### src/design/arcu_pkg.sv
// Purpose: Shared constants for the data operation unit.
// Assumes: 32-bit register port, one word per register.
// Notes:   Offsets and field positions are used by design and bench.
package arcu_pkg;
  // Register byte offsets.
  localparam logic [7:0] OFS_CONTROL = 8'h00;
  localparam logic [7:0] OFS_STATUS  = 8'h04;
  localparam logic [7:0] OFS_CLEAR   = 8'h08;
  localparam logic [7:0] OFS_INPUT   = 8'h0C;
  localparam logic [7:0] OFS_REF0    = 8'h10;
  localparam logic [7:0] OFS_REF1    = 8'h14;
  localparam logic [7:0] OFS_IRQ_EN  = 8'h18;
  // Control field positions.
  localparam int CTL_OPSEL_LO = 0;
  localparam int CTL_WIDTH    = 3;
  localparam int CTL_DET_LO   = 4;
  localparam int CTL_STOP     = 7;
  // Status bit positions.
  localparam int ST_DETECT = 0;
  localparam int ST_OVF    = 1;
  localparam int ST_UNF    = 2;
  // Reset values.
  localparam logic [7:0]  CONTROL_RST = 8'h00;
  localparam logic [31:0] DATA_RST    = 32'h0000_0000;
  // Operation select codes.
  localparam logic [1:0] OP_COMPARE = 2'h0;
  localparam logic [1:0] OP_ADD     = 2'h1;
  localparam logic [1:0] OP_SUB     = 2'h2;
  // Detection condition codes.
  localparam logic [2:0] DET_NE  = 3'h0;
  localparam logic [2:0] DET_EQ  = 3'h1;
  localparam logic [2:0] DET_LT  = 3'h2;
  localparam logic [2:0] DET_GT  = 3'h3;
  localparam logic [2:0] DET_IN  = 3'h4;
  localparam logic [2:0] DET_OUT = 3'h5;
endpackage

### src/design/arcu_unit.sv
// Purpose: Data operation unit comparing, adding or subtracting operands.
// Assumes: Register port strobes are one cycle and never overlap.
// Notes:   Results show on the cycle after the operand write.
`timescale 1ns/1ps

module arcu_unit
  import arcu_pkg::*;
#(
  parameter int DATA_W = 32  // Register data width.
) (
  // Clock and reset.
  input  wire logic        sys_clk,
  input  wire logic        nrst,
  // Register port.
  input  wire logic [7:0]  reg_addr,
  input  wire logic [31:0] reg_wdata,
  input  wire logic        reg_wr,
  input  wire logic        reg_rd,
  output logic      [31:0] reg_rdata,
  // Event and interrupt outputs.
  output logic             event_out,
  output logic             irq_pulse,
  output logic             irq
);
  // Only a 32-bit register word is served; the narrow mode is a field, not a width.
  if (DATA_W != 32) begin : g_width_check
    $error("DATA_W must be 32.");
  end

  // Register map, all words on a 32-bit port:
  //   control  - operation select, width, condition and stop bits.
  //   status   - sticky detect, overflow and underflow flags; writes are ignored.
  //   clear    - write ones to drop status flags; reads return zero.
  //   input    - operand; a write here is what starts an operation.
  //   ref zero - first reference, and the accumulator for add and subtract.
  //   ref one  - upper bound for the two range tests.
  //   enable   - interrupt enables in the status layout.
  // Unmapped offsets read as zero and swallow writes.
  //
  // The datapath looks at the write data in the same cycle as the strobe, so
  // a result never waits for a copy of the operand to be stored first. The
  // cost is a long combinational path from the register port to the flags,
  // which is acceptable at the low system clock this block runs on.

  logic [7:0]  control;        // Operation control register.
  logic [2:0]  status;         // Sticky result flags.
  logic [2:0]  irq_en;         // Interrupt enables, status layout.
  logic [31:0] operand_input;  // Operand register.
  logic [31:0] reference_zero; // Reference or accumulator.
  logic [31:0] reference_one;  // Upper range bound.
  logic [2:0]  event_now;      // Events of the current operation.
  logic [31:0] next_ref0;      // Arithmetic result.
  logic        start;          // Operand written while running.

  logic [1:0] op_sel;
  logic       wide;
  logic [2:0] det_sel;
  logic       stopped;
  assign op_sel  = control[CTL_OPSEL_LO +: 2];
  assign wide    = control[CTL_WIDTH];
  assign det_sel = control[CTL_DET_LO +: 3];
  assign stopped = control[CTL_STOP];

  // An operand write starts one operation unless the unit is stopped.
  assign start = reg_wr && (reg_addr == OFS_INPUT) && !stopped;

  // In narrow mode all three operands are cut to their low halves and
  // zero-extended, so one 33-bit adder serves both widths; the carry or
  // borrow is then picked from bit 16 or bit 32.
  // Combinational datapath on the incoming operand and the references.
  always_comb begin
    logic [31:0] a;
    logic [31:0] r0;
    logic [31:0] r1;
    logic [32:0] sum;
    logic [32:0] dif;
    logic        lt0;
    logic        gt0;
    logic        gt1;
    logic        hit;
    hit = 1'b0;
    a   = wide ? reg_wdata : {16'h0000, reg_wdata[15:0]};
    r0  = wide ? reference_zero : {16'h0000, reference_zero[15:0]};
    r1  = wide ? reference_one : {16'h0000, reference_one[15:0]};
    sum = {1'b0, r0} + {1'b0, a};
    dif = {1'b0, r0} - {1'b0, a};
    lt0 = a < r0;
    gt0 = a > r0;
    gt1 = a > r1;
    unique case (det_sel)
      DET_NE:  hit = a != r0;
      DET_EQ:  hit = a == r0;
      DET_LT:  hit = lt0;
      DET_GT:  hit = gt0;
      DET_IN:  hit = gt0 && (a < r1);
      DET_OUT: hit = lt0 || gt1;
      default: hit = 1'b0;
    endcase
    event_now = 3'h0;
    next_ref0 = reference_zero;
    if (op_sel == OP_COMPARE) begin
      event_now[ST_DETECT] = hit;
    end else if (op_sel == OP_ADD) begin
      // Overflow is the carry out of the selected width.
      event_now[ST_OVF] = wide ? sum[32] : sum[16];
      next_ref0 = wide ? sum[31:0] : {16'h0000, sum[15:0]};
    end else if (op_sel == OP_SUB) begin
      // Underflow is the borrow out of the selected width.
      event_now[ST_UNF] = wide ? dif[32] : dif[16];
      next_ref0 = wide ? dif[31:0] : {16'h0000, dif[15:0]};
    end
  end

  // A write to reference zero outranks an accumulate, although the port
  // never carries both in one cycle.
  // Control, enable and data registers.
  always_ff @(posedge sys_clk or negedge nrst) begin
    if (!nrst) begin
      control        <= CONTROL_RST;
      irq_en         <= 3'h0;
      operand_input  <= DATA_RST;
      reference_zero <= DATA_RST;
      reference_one  <= DATA_RST;
    end else if (reg_wr) begin
      if (reg_addr == OFS_CONTROL) begin
        control <= reg_wdata[7:0];
      end
      if (reg_addr == OFS_IRQ_EN) begin
        irq_en <= reg_wdata[2:0];
      end
      if (reg_addr == OFS_INPUT) begin
        operand_input <= reg_wdata;
      end
      if (reg_addr == OFS_REF0) begin
        reference_zero <= reg_wdata;
      end else if (start && (op_sel != OP_COMPARE)) begin
        reference_zero <= next_ref0;
      end
      if (reg_addr == OFS_REF1) begin
        reference_one <= reg_wdata;
      end
    end
  end

  // A clear and an operation never share a cycle on this port, but the
  // set term is still ordered last so that an event can never be lost.
  // Sticky status; a new event wins over a clear in the same cycle.
  always_ff @(posedge sys_clk or negedge nrst) begin
    if (!nrst) begin
      status <= 3'h0;
    end else begin
      logic [2:0] clr;
      logic [2:0] set;
      clr = (reg_wr && reg_addr == OFS_CLEAR) ? reg_wdata[2:0] : 3'h0;
      set = start ? event_now : 3'h0;
      status <= (status & ~clr) | set;
    end
  end

  // The level interrupt is worked out from the next status value, so it
  // rises in the same cycle as the pulses instead of one cycle later.
  // One-cycle event pulses and the level interrupt.
  always_ff @(posedge sys_clk or negedge nrst) begin
    if (!nrst) begin
      event_out <= 1'b0;
      irq_pulse <= 1'b0;
      irq       <= 1'b0;
    end else begin
      event_out <= start && (event_now != 3'h0);
      irq_pulse <= start && (event_now != 3'h0);
      irq       <= |(((status & ~((reg_wr && reg_addr == OFS_CLEAR) ? reg_wdata[2:0] : 3'h0))
                    | (start ? event_now : 3'h0)) & irq_en);
    end
  end

  // Reads have no side effects, so software may poll status freely.
  // Read data stand in the cycle after the read strobe.
  always_ff @(posedge sys_clk or negedge nrst) begin
    if (!nrst) begin
      reg_rdata <= 32'h0000_0000;
    end else if (reg_rd) begin
      unique case (reg_addr)
        OFS_CONTROL: reg_rdata <= {24'h000000, control};
        OFS_STATUS:  reg_rdata <= {29'h0, status};
        OFS_INPUT:   reg_rdata <= operand_input;
        OFS_REF0:    reg_rdata <= reference_zero;
        OFS_REF1:    reg_rdata <= reference_one;
        OFS_IRQ_EN:  reg_rdata <= {29'h0, irq_en};
        default:     reg_rdata <= 32'h0000_0000;
      endcase
    end else begin
      reg_rdata <= 32'h0000_0000;
    end
  end
endmodule

### config.mk
export PLATFORM = sky130hd
export DESIGN_NAME = arcu_unit
export DESIGN_NICKNAME = d
export VERILOG_FILES = /design/src/design/arcu_pkg.sv /design/src/design/arcu_unit.sv
export SDC_FILE = /design/constraint.sdc
export NUM_CORES = 1
export LEC_CHECK = 0
export BUFFER_PORTS_ARGS = -buffer_cell sky130_fd_sc_hd__buf_2
export CAP_MARGIN = 20
export CORE_MARGIN = 2
export CORE_UTILIZATION = 30
export DETAILED_ROUTE_END_ITERATION = 6
export PLACE_DENSITY = 0.47
export SLEW_MARGIN = 20
export SYNTH_ARGS = -nofsm -noshare
export SYNTH_HDL_FRONTEND = slang
export SYNTH_SLANG_ARGS = --single-unit
### constraint.sdc
create_clock -name sys_clk -period 5.8 [get_ports sys_clk]
set_input_delay 0.29 -clock sys_clk [delete_from_list [all_inputs] [get_ports sys_clk]]
set_output_delay 0.29 -clock sys_clk [all_outputs]
set_load 0.05 [all_outputs]
* After elaboration in Yosys (flattened, before gate mapping)
Index checks and enable logic that the tools add are counted.
** Cells by class
- Add/sub/neg operators :: 2
- $lt $le $gt $ge :: 4
- Equality and inequality tests :: 16
- Muxes and demuxes :: 22
- Bitwise gates (word level) :: 4
- Reductions and logical operators :: 21
** Operators with widths (count)
- 2-to-1 mux 32 bit :: 11
- case mux 32 bit (6 select lines) :: 1
- greater-than comparator 32 bit :: 2
- < comparator 32 bit :: 2
- adder 32 x 32 -> 33 bit :: 1
- subtractor 32 x 32 -> 33 bit :: 1
- equality test 32 bit :: 1
- inequality test 32 bit :: 1
- equality test 8 x 5 -> 1 bit (second input constant) :: 3
- equality test 8 x 4 -> 1 bit (second input constant) :: 2
- equality test 8 x 3 -> 1 bit (second input constant) :: 1
- logical NOT 8 bit :: 1
- AND reduction 2 bit :: 4
- AND 3 bit :: 2
- equality test 3 x 2 -> 1 bit (second input constant) :: 2
- equality test 3 bit (second input constant) :: 2
- logical AND 1 bit :: 6
- 2-to-1 mux 1 bit :: 6
- 2-to-1 mux 3 bit :: 2
- case mux 1 bit (6 select lines) :: 1
- nonzero test 3 bit :: 2
- AND reduction 4 bit :: 1
- nonzero test 2 bit :: 2
- equality test 3 x 1 -> 1 bit (second input constant) :: 1
- other kinds (11) :: 11
** Word-level totals
- Register bits :: 144
- Input bits :: 44
- Output and inout port bits :: 35
- Word-level logic and storage cells :: 78

* Logic depth before layout (Yosys ltp)
Gate-level depths: netlist of the first run.
- Depth after elaboration :: 10
- Depth in mapped cells :: 16
- Gate-level depth less buffers :: 13

* Worst setup path after synthesis of the first run
OpenSTA, ideal clock, no wires.
- Kind :: register to register
- Start point :: register control[3]
- End point :: register irq
- Setup time :: 0.126 ns
- Arrival :: 3.501 ns
- Data required time :: 5.674 ns
- Setup slack :: 2.173 ns
- Cell stages (with the launch flop) :: 17
- Path buffers :: 4
- Clock period less this slack :: 3.627 ns
- Cell sequence :: dfrtp_1 > clkbuf_1 > clkbuf_1 > clkbuf_1 > nand2_1 > ha_1 > buf_4 > inv_1 > or4_4 > nor3_2 > o21ai_2 > a21o_1 > a221oi_2 > nor3_1 > a311oi_2 > nand2_1 > a221o_1
** Between the ends
- Cells in the longest elaborated chain, start to end :: 10
- Elaborated cells between the ends (all ways) :: 25
- Those cells by class :: 2 x add/sub; 4 x order compare; 2 x eq/ne; 12 x mux; 2 x bitwise; 3 x reduce/logical
** Ends and longest elaborated chain
- from (decl) :: line arcu_unit.sv:45 : logic [7:0] control;
- from (signal assigned) :: line arcu_unit.sv:126 : control <= reg_wdata[7:0];
- 2-to-1 mux 32 bit (on tied branches) :: line arcu_unit.sv:83, arcu_unit.sv:82
- subtractor 32 x 32 -> 33 bit :: line arcu_unit.sv:86 : dif = {1'b0, r0} - {1'b0, a};
- 2-to-1 mux 1 bit :: line arcu_unit.sv:109 : event_now[ST_UNF] = wide ? dif[32] : dif[16];
- 2-to-1 mux 1 bit :: line arcu_unit.sv:107 : end else if (op_sel == OP_SUB) begin
- 2-to-1 mux 1 bit :: line arcu_unit.sv:103 : end else if (op_sel == OP_ADD) begin
- 2-to-1 mux 2 bit :: line arcu_unit.sv:101 : if (op_sel == OP_COMPARE) begin
- 2-to-1 mux 3 bit (*) :: line arcu_unit.sv:172 : | (start ? event_now : 3'h0)) & irq_en);
- bitwise OR 3 bit (*) :: line arcu_unit.sv:172
- AND 3 bit (*) :: line arcu_unit.sv:172
- OR reduction 3 bit (*) :: line arcu_unit.sv:171 : irq <= |(((status & ~((reg_wr && reg_addr == OFS_CLEAR) ? reg_wdata[2:0] : 3'h0))
- to (signal assigned) :: line arcu_unit.sv:171
- to (decl) :: line arcu_unit.sv:23 : output logic irq
Every way passes the cells marked *; elsewhere a longest branch is shown, timed or not.
A chain may end at the register's enable or synchronous reset.

* Worst setup path after layout of the first run
Ends and elaborated chain as after synthesis.

==> results of run 1 <==
cell usage in the layout, fill, tap and decap left out, types with 26 or more instances in the layout:
cell type	netlist	final
nand2_1	161	160
inv_1	79	79
and2_1	34	33
a22oi_1	31	31
nand3_1	26	26
mux2_2	38	38
xnor2_1	30	30
nor2_1	69	68
ha_1	98	98
o21ai_0	98	98
a21oi_1	118	118
dfrtp_1	144	143
buf_2	6	77
report_power, final:
part	switching, mW	internal (mW)	leakage (nW)
registers	0.0382	1.04	1.98
logic	0.270	0.165	3.34
clock network	0.506	0.606	0.281
area by class of cell:
class,instances,area share [%]
Tap cell,455,4.74
Sequential cell,144,30.0
Inverter,83,2.63
Clock inverter,15,1.25
Multi-Input combinational cell,968,53.6
Timing Repair Buffer,92,4.26
Clock buffer,17,3.54
per-layer routing:
layer / global-route usage [%] / vias up / part of all wire, %
li1: - / 4594 / -
met1: 29.1 / 4595 / 50
met2: 30.3 / 201 / 43
met3: 3.12 / 44 / 4.3
met4: 6.46 / 0 / 2.2
met5: 0 / - / 0
registers in the layout, indices dropped and copies added, names as in the netlist:
signal / count
reg_rdata: 32
control: 8
status: 3
operand_input: 32
reference_zero: 32
reference_one: 32
irq_pulse: 1
irq_en: 3
irq: 1
path summary, 6_finish.rpt:
check | depth (start not counted) | end | startpoint | slack, ps
min in group asynchronous | 2 | reg_rdata[11] | nrst | 460
worst max-delay path | 13 | irq | control[3] | 1660
worst max register to register | 13 | irq | control[3] | 1660
worst min register to register | 2 | operand_input[13] | operand_input[13] | 480
max in group asynchronous | 3 | reference_zero[27] | nrst | 4110
worst min-delay path | 2 | reg_rdata[1] | reg_rd | 120
worst max-delay path: cells and delay by family (launching register included):
kind | cells | cell delay, ps
AO/OA/AOI/OAI | 7 | 2170
adder cells (fa/ha/maj) | 1 | 250
buffers and inverters | 2 | 460
flip-flops | 1 | 720
AND/OR/NAND/NOR | 3 | 410
kinds of logic after synthesis:
kind of cell | count (synthesis)
and+or+nand+nor | 395
buffers and inverters | 151
muxes | 46
xor gates and xnor gates | 36
adders and majority gates | 100
DFF | 144
AOI/OAI and AO/OA | 391
timing repair:
action,CTS,global route
setup buffers,0,0
hold buffers,1,0
endpoints found under the hold margin,29,0
setup endpoints to repair,0,0
==> metrics.cfg, run 1 <==
[status]
status=finished clean

[routing]
postRouteAntennaNets=0
routedWlPerCell_um=20.4
first_pass_iters=5
routed_wl_um=36100
via_per_inst=5.32
drc=0
vias=9434
drtIter0Drc=742

[placement]
dp_cells=1740
dpl_cell_area_mm2=0.0114
portBuffers=78
gp_congestion=0.899
pre_cts_slack_ps=1690
hpwl_um=26500

[sta]
skew_ps=11.0
rsz0062_at_grt=false
finalCritPeriodShare_pct=71.3
tns_ps=0
worst_pin_slew_ps=1060
holdWs_ps=125
final-max-slew-violation-count=0
timing.final.ws_setup_ps=1660
fmax_ghz=0.242
hold_viol=0
slew_headroom_pct=29.6
period_needed_ps=4140
setup_violations=0

[global_route]
antenna_found_initial=0
grt_pass1_wl_um=56000
grt-ovfl-total=0
grt_max_degree=93
track_usage_pct=20.1
grt_pass1_vias=9280

[synthesis]
synth-xor-area-share_pct=2.97
postSynthAreaPerCell_um2=8.40
netlist_top_cells_count=nand2_1, dfrtp_1, a21oi_1
synth_cell_types=77
synth-warning-count=0
synth_top_family_by_area=compound AO/OA/AOI/OAI gates
ys_async_sr_fraction_pct=100
synthesis.instances=1263
synthMuxAreaShare_pct=4.79
yosys.area.top_type_share_pct=34.0
yosysMostFrequentCell=nand2_1
yosysTopAreaCell=dfrtp_1
synth_ff_type=dfrtp_1
ys_seq_elements=144
synth-adder-area-share_pct=11.9
synthTopCellsByArea=dfrtp_1, ha_1, nand2_1
synth_compound_area_share_pct=23.1
synth_edf_count=0
synth-simple-area-share_pct=17.7
seq_area_frac_synth_pct=34.0
synthesis.nets=1407
syn_area_mm2=0.0106

[clock_tree]
cts_tree=built
clockRootBuffer=clkbuf_16
cts_buffers=17
clock_path_buffers=2
cts.clk_slew.worst_paths_ps=70
ctsResizeCount=0
clk_latency_ps=440
h-tree-depth=4
clock_sinks=144

[layout]
final_nets=1450
final_util_pct=34.6
instances_no_fill=1774
final_area_mm2=0.0120
drive_above_1_share_pct=13.9
antenna_cells=0
syn_to_final_growth_pct=13.3
n_fill_cell=3665
seqCellArea_mm2=0.00360
multiInputGateArea_mm2=0.00644

[floorplanning]
ios=79
rows=68
dieArea_mm2=0.0369
die_y_um=192
start_util_pct=30.6
coreArea_mm2=0.0347
fp.dieW_um=192

[critical_path]
cp.arrival_ps=4450
endpoint_kind=flip-flop
cp_common_cell=a21oi_1
worstSetupPathType=reg -> reg
cp_slowest_cell=dfrtp_2
startpoint_type=flip-flop
worst-path-max-fanout=33
path_cells=buf_4 > and2_1 > inv_1 > ha_1 > a21oi_1 > nor2_1 > o21ai_0 > a21oi_1 > a2111oi_0 > a221oi_2 > a311oi_2 > nand2_1 > a221o_1
crit_required_ps=6110
slowest_delay_ps=720

[hold_path]
holdCritPathClass=in -> reg

[power_and_ir_drop]
ir_worst_vdd_v=0.000153
total_power_mw=2.63
power_density_mw_per_mm2=219
cellLeakagePower_nw=5.61

[run]
drv_cap=0

Power figures use the tool's default switching activity.
==> inputs of run 2 (changes only) <==
--- a/config.mk
+++ b/config.mk
@@ -10,7 +10,7 @@
 export CORE_MARGIN = 2
 export CORE_UTILIZATION = 30
 export DETAILED_ROUTE_END_ITERATION = 6
-export PLACE_DENSITY = 0.47
+export PLACE_DENSITY = 0.48
 export SLEW_MARGIN = 20
 export SYNTH_ARGS = -nofsm -noshare
 export SYNTH_HDL_FRONTEND = slang
==> constraint.sdc (replaced) <==
create_clock -name sys_clk -period 3.6 [get_ports sys_clk]
set_input_delay 0.18 -clock sys_clk [delete_from_list [all_inputs] [get_ports sys_clk]]
set_output_delay 0.18 -clock sys_clk [all_outputs]
set_load 0.05 [all_outputs]
==> metrics.cfg, run 2 (synthesis gave the netlist of run 1 again) <==
[status]
status=finished clean

[clock_tree]
h-tree-depth=4  ; unchanged
cts_tree=built
clk_latency_ps=430  ; about the same
clock_sinks=144  ; unchanged
cts_buffers=17  ; unchanged
clockRootBuffer=clkbuf_16
cts.clk_slew.worst_paths_ps=60  ; about the same
clock_path_buffers=2  ; unchanged

[placement]
portBuffers=78  ; unchanged
gp_congestion=0.936  ; +4.1%
hpwl_um=26500  ; +0.18%
dpl_cell_area_mm2=0.0117  ; +2.6%

[critical_path]
path_depth=12  ; -1
worstReg2RegStart=control[3]
crit_required_ps=3910  ; -2200 ps
slowest_delay_ps=530  ; -190 ps
reg2reg_depth=12  ; -1
cp_top_family=compound AO/OA/AOI/OAI gates
path_cells=buf_12 > nand2_1 > ha_1 > inv_1 > or4_4 > a21o_1 > a21o_1 > a221oi_2 > nor3_1 > a311oi_2 > nand2_1 > a221o_1
endpoint_kind=flip-flop
endpoint=irq
r2r_slack_ps=70  ; -1590 ps
cp_slowest_cell=or4_4
critPathLaunch=control[3]
startpoint_type=flip-flop
worstSetupPathType=reg -> reg
cp.arrival_ps=3840  ; -610 ps
r2r-end=irq
worst-path-max-fanout=29  ; -12%
path_buf_inv=2  ; unchanged

[sta]
skew_ps=7.68  ; -3.35 ps
slew_headroom_pct=40.1  ; +11 points
fmax_ghz=0.283  ; +17%
period_needed_ps=3530  ; -610 ps
setup_violations=0  ; unchanged
worst_pin_slew_ps=898  ; -158 ps
final-max-slew-violation-count=0  ; unchanged
finalCritPeriodShare_pct=98.0  ; +27 points
hold_viol=0  ; unchanged
rsz0062_at_grt=true

[hold_path]
holdCritPathClass=in -> reg
min_path_cells=2  ; unchanged

[global_route]
track_usage_pct=19.4  ; -0.67 points
grt_pass1_wl_um=54800  ; -2.1%
antenna_found_initial=1  ; +1
grt_pass1_vias=9419  ; +1.5%
grt_max_degree=87  ; -6.5%
grt-ovfl-total=0  ; unchanged

[layout]
final_cell_mix=nand2_1, dfrtp_1, a21oi_1
syn_to_final_growth_pct=16.7
layout_commonest_cell=nand2_1
final_area_mm2=0.0124  ; +3.0%
drive_above_1_share_pct=16.1  ; +2.3 points
antenna_cells=0  ; unchanged
final_util_pct=35.7  ; +1.0 points
final_nets=1485  ; +2.4%

[floorplanning]
ios=79  ; unchanged
fp.dieW_um=192  ; unchanged
die_y_um=192  ; unchanged
dieArea_mm2=0.0369  ; unchanged
rows=68  ; unchanged
coreArea_mm2=0.0347  ; unchanged
start_util_pct=30.6  ; unchanged

[routing]
vias=9689  ; +2.7%
via_per_inst=5.36  ; +0.88%
postRouteAntennaNets=0  ; unchanged
drc=0  ; unchanged
routedWlPerCell_um=19.6  ; -3.6%
drtIter0Drc=761  ; +2.6%
first_pass_iters=6  ; +1
routed_wl_um=35500  ; -1.9%

[run]
drv_cap=0  ; unchanged

[power_and_ir_drop]
power_density_mw_per_mm2=357  ; +63%
cellLeakagePower_nw=5.81  ; +3.6%
ir_worst_vdd_v=0.000223  ; +46%

## run 2: cell types whose count changed in the layout (fill, tap and decap cells not counted), sizes merged
cell	before	now
clkinvlp	2	1
buf	91	126
bufinv	1	5
clkbuf	17	18
inv	91	84
## run 2: final cells by class
type / count / area, um2
clock buffers: 18 / 429
clock inverters: 11 / 190
fillers: 3622 / 22300
inverters: 83 / 317
multi-input cells: 968 / 6480
flip-flops and latches: 144 / 3600
well taps: 455 / 569
repair buffers: 127 / 792
## run 2: how the worst min path moves through the flow
stage / start / slack, ps / endpoint
after floorplan: nrst / -120 / control[0]
after global placement: nrst / 320 / reg_rdata[15]
after detailed placement: nrst / 320 / reg_rdata[9]
after CTS: reg_rd / 3 / reg_rdata[2]
after global routing: reg_rd / 10 / reg_rdata[2]
final: reg_rd / 10 / reg_rdata[2]
## run 2: what timing repair did
action                                  CTS  global route
hold endpoints to repair                 85             0
hold buffers                              1             0
endpoints found under the setup margin    0             7
buffers inserted                          0             0
gates resized for setup                   0             8
## run 2: per-layer routing
layer / share of wire (%) / track usage [%] / vias to the layer above
met5: 0 / 0 / -
li1: - / - / 4650
met4: 1.5 / 5.31 / 0
met1: 49 / 27.6 / 4768
met2: 45 / 30.5 / 238
met3: 4.6 / 2.76 / 33
## run 2: per-stage QoR
step | power [mW] | cells | hold slack, ps | TNS (ps) | setup slack, ps
after floorplan | 2.21 | 1263 | -116 | 0 | 58.2
after global placement | 2.48 | 1776 | 325 | 0 | 148
after detailed placement | 2.48 | 1776 | 324 | 0 | 39.0
after CTS | 4.45 | 1806 | 2.74 | 0 | 38.0
after global routing | 4.62 | 1806 | 11.3 | -61.8 | -53.2
final | 4.42 | 1806 | 13.1 | 0 | 72.4
## run 2: report_power, final
part           internal, mW  total, mW  switching [mW]
combinational         0.287      0.726           0.439
sequential             1.68       1.74          0.0588
clock                  1.22       1.95           0.737
total                  3.19       4.42            1.24
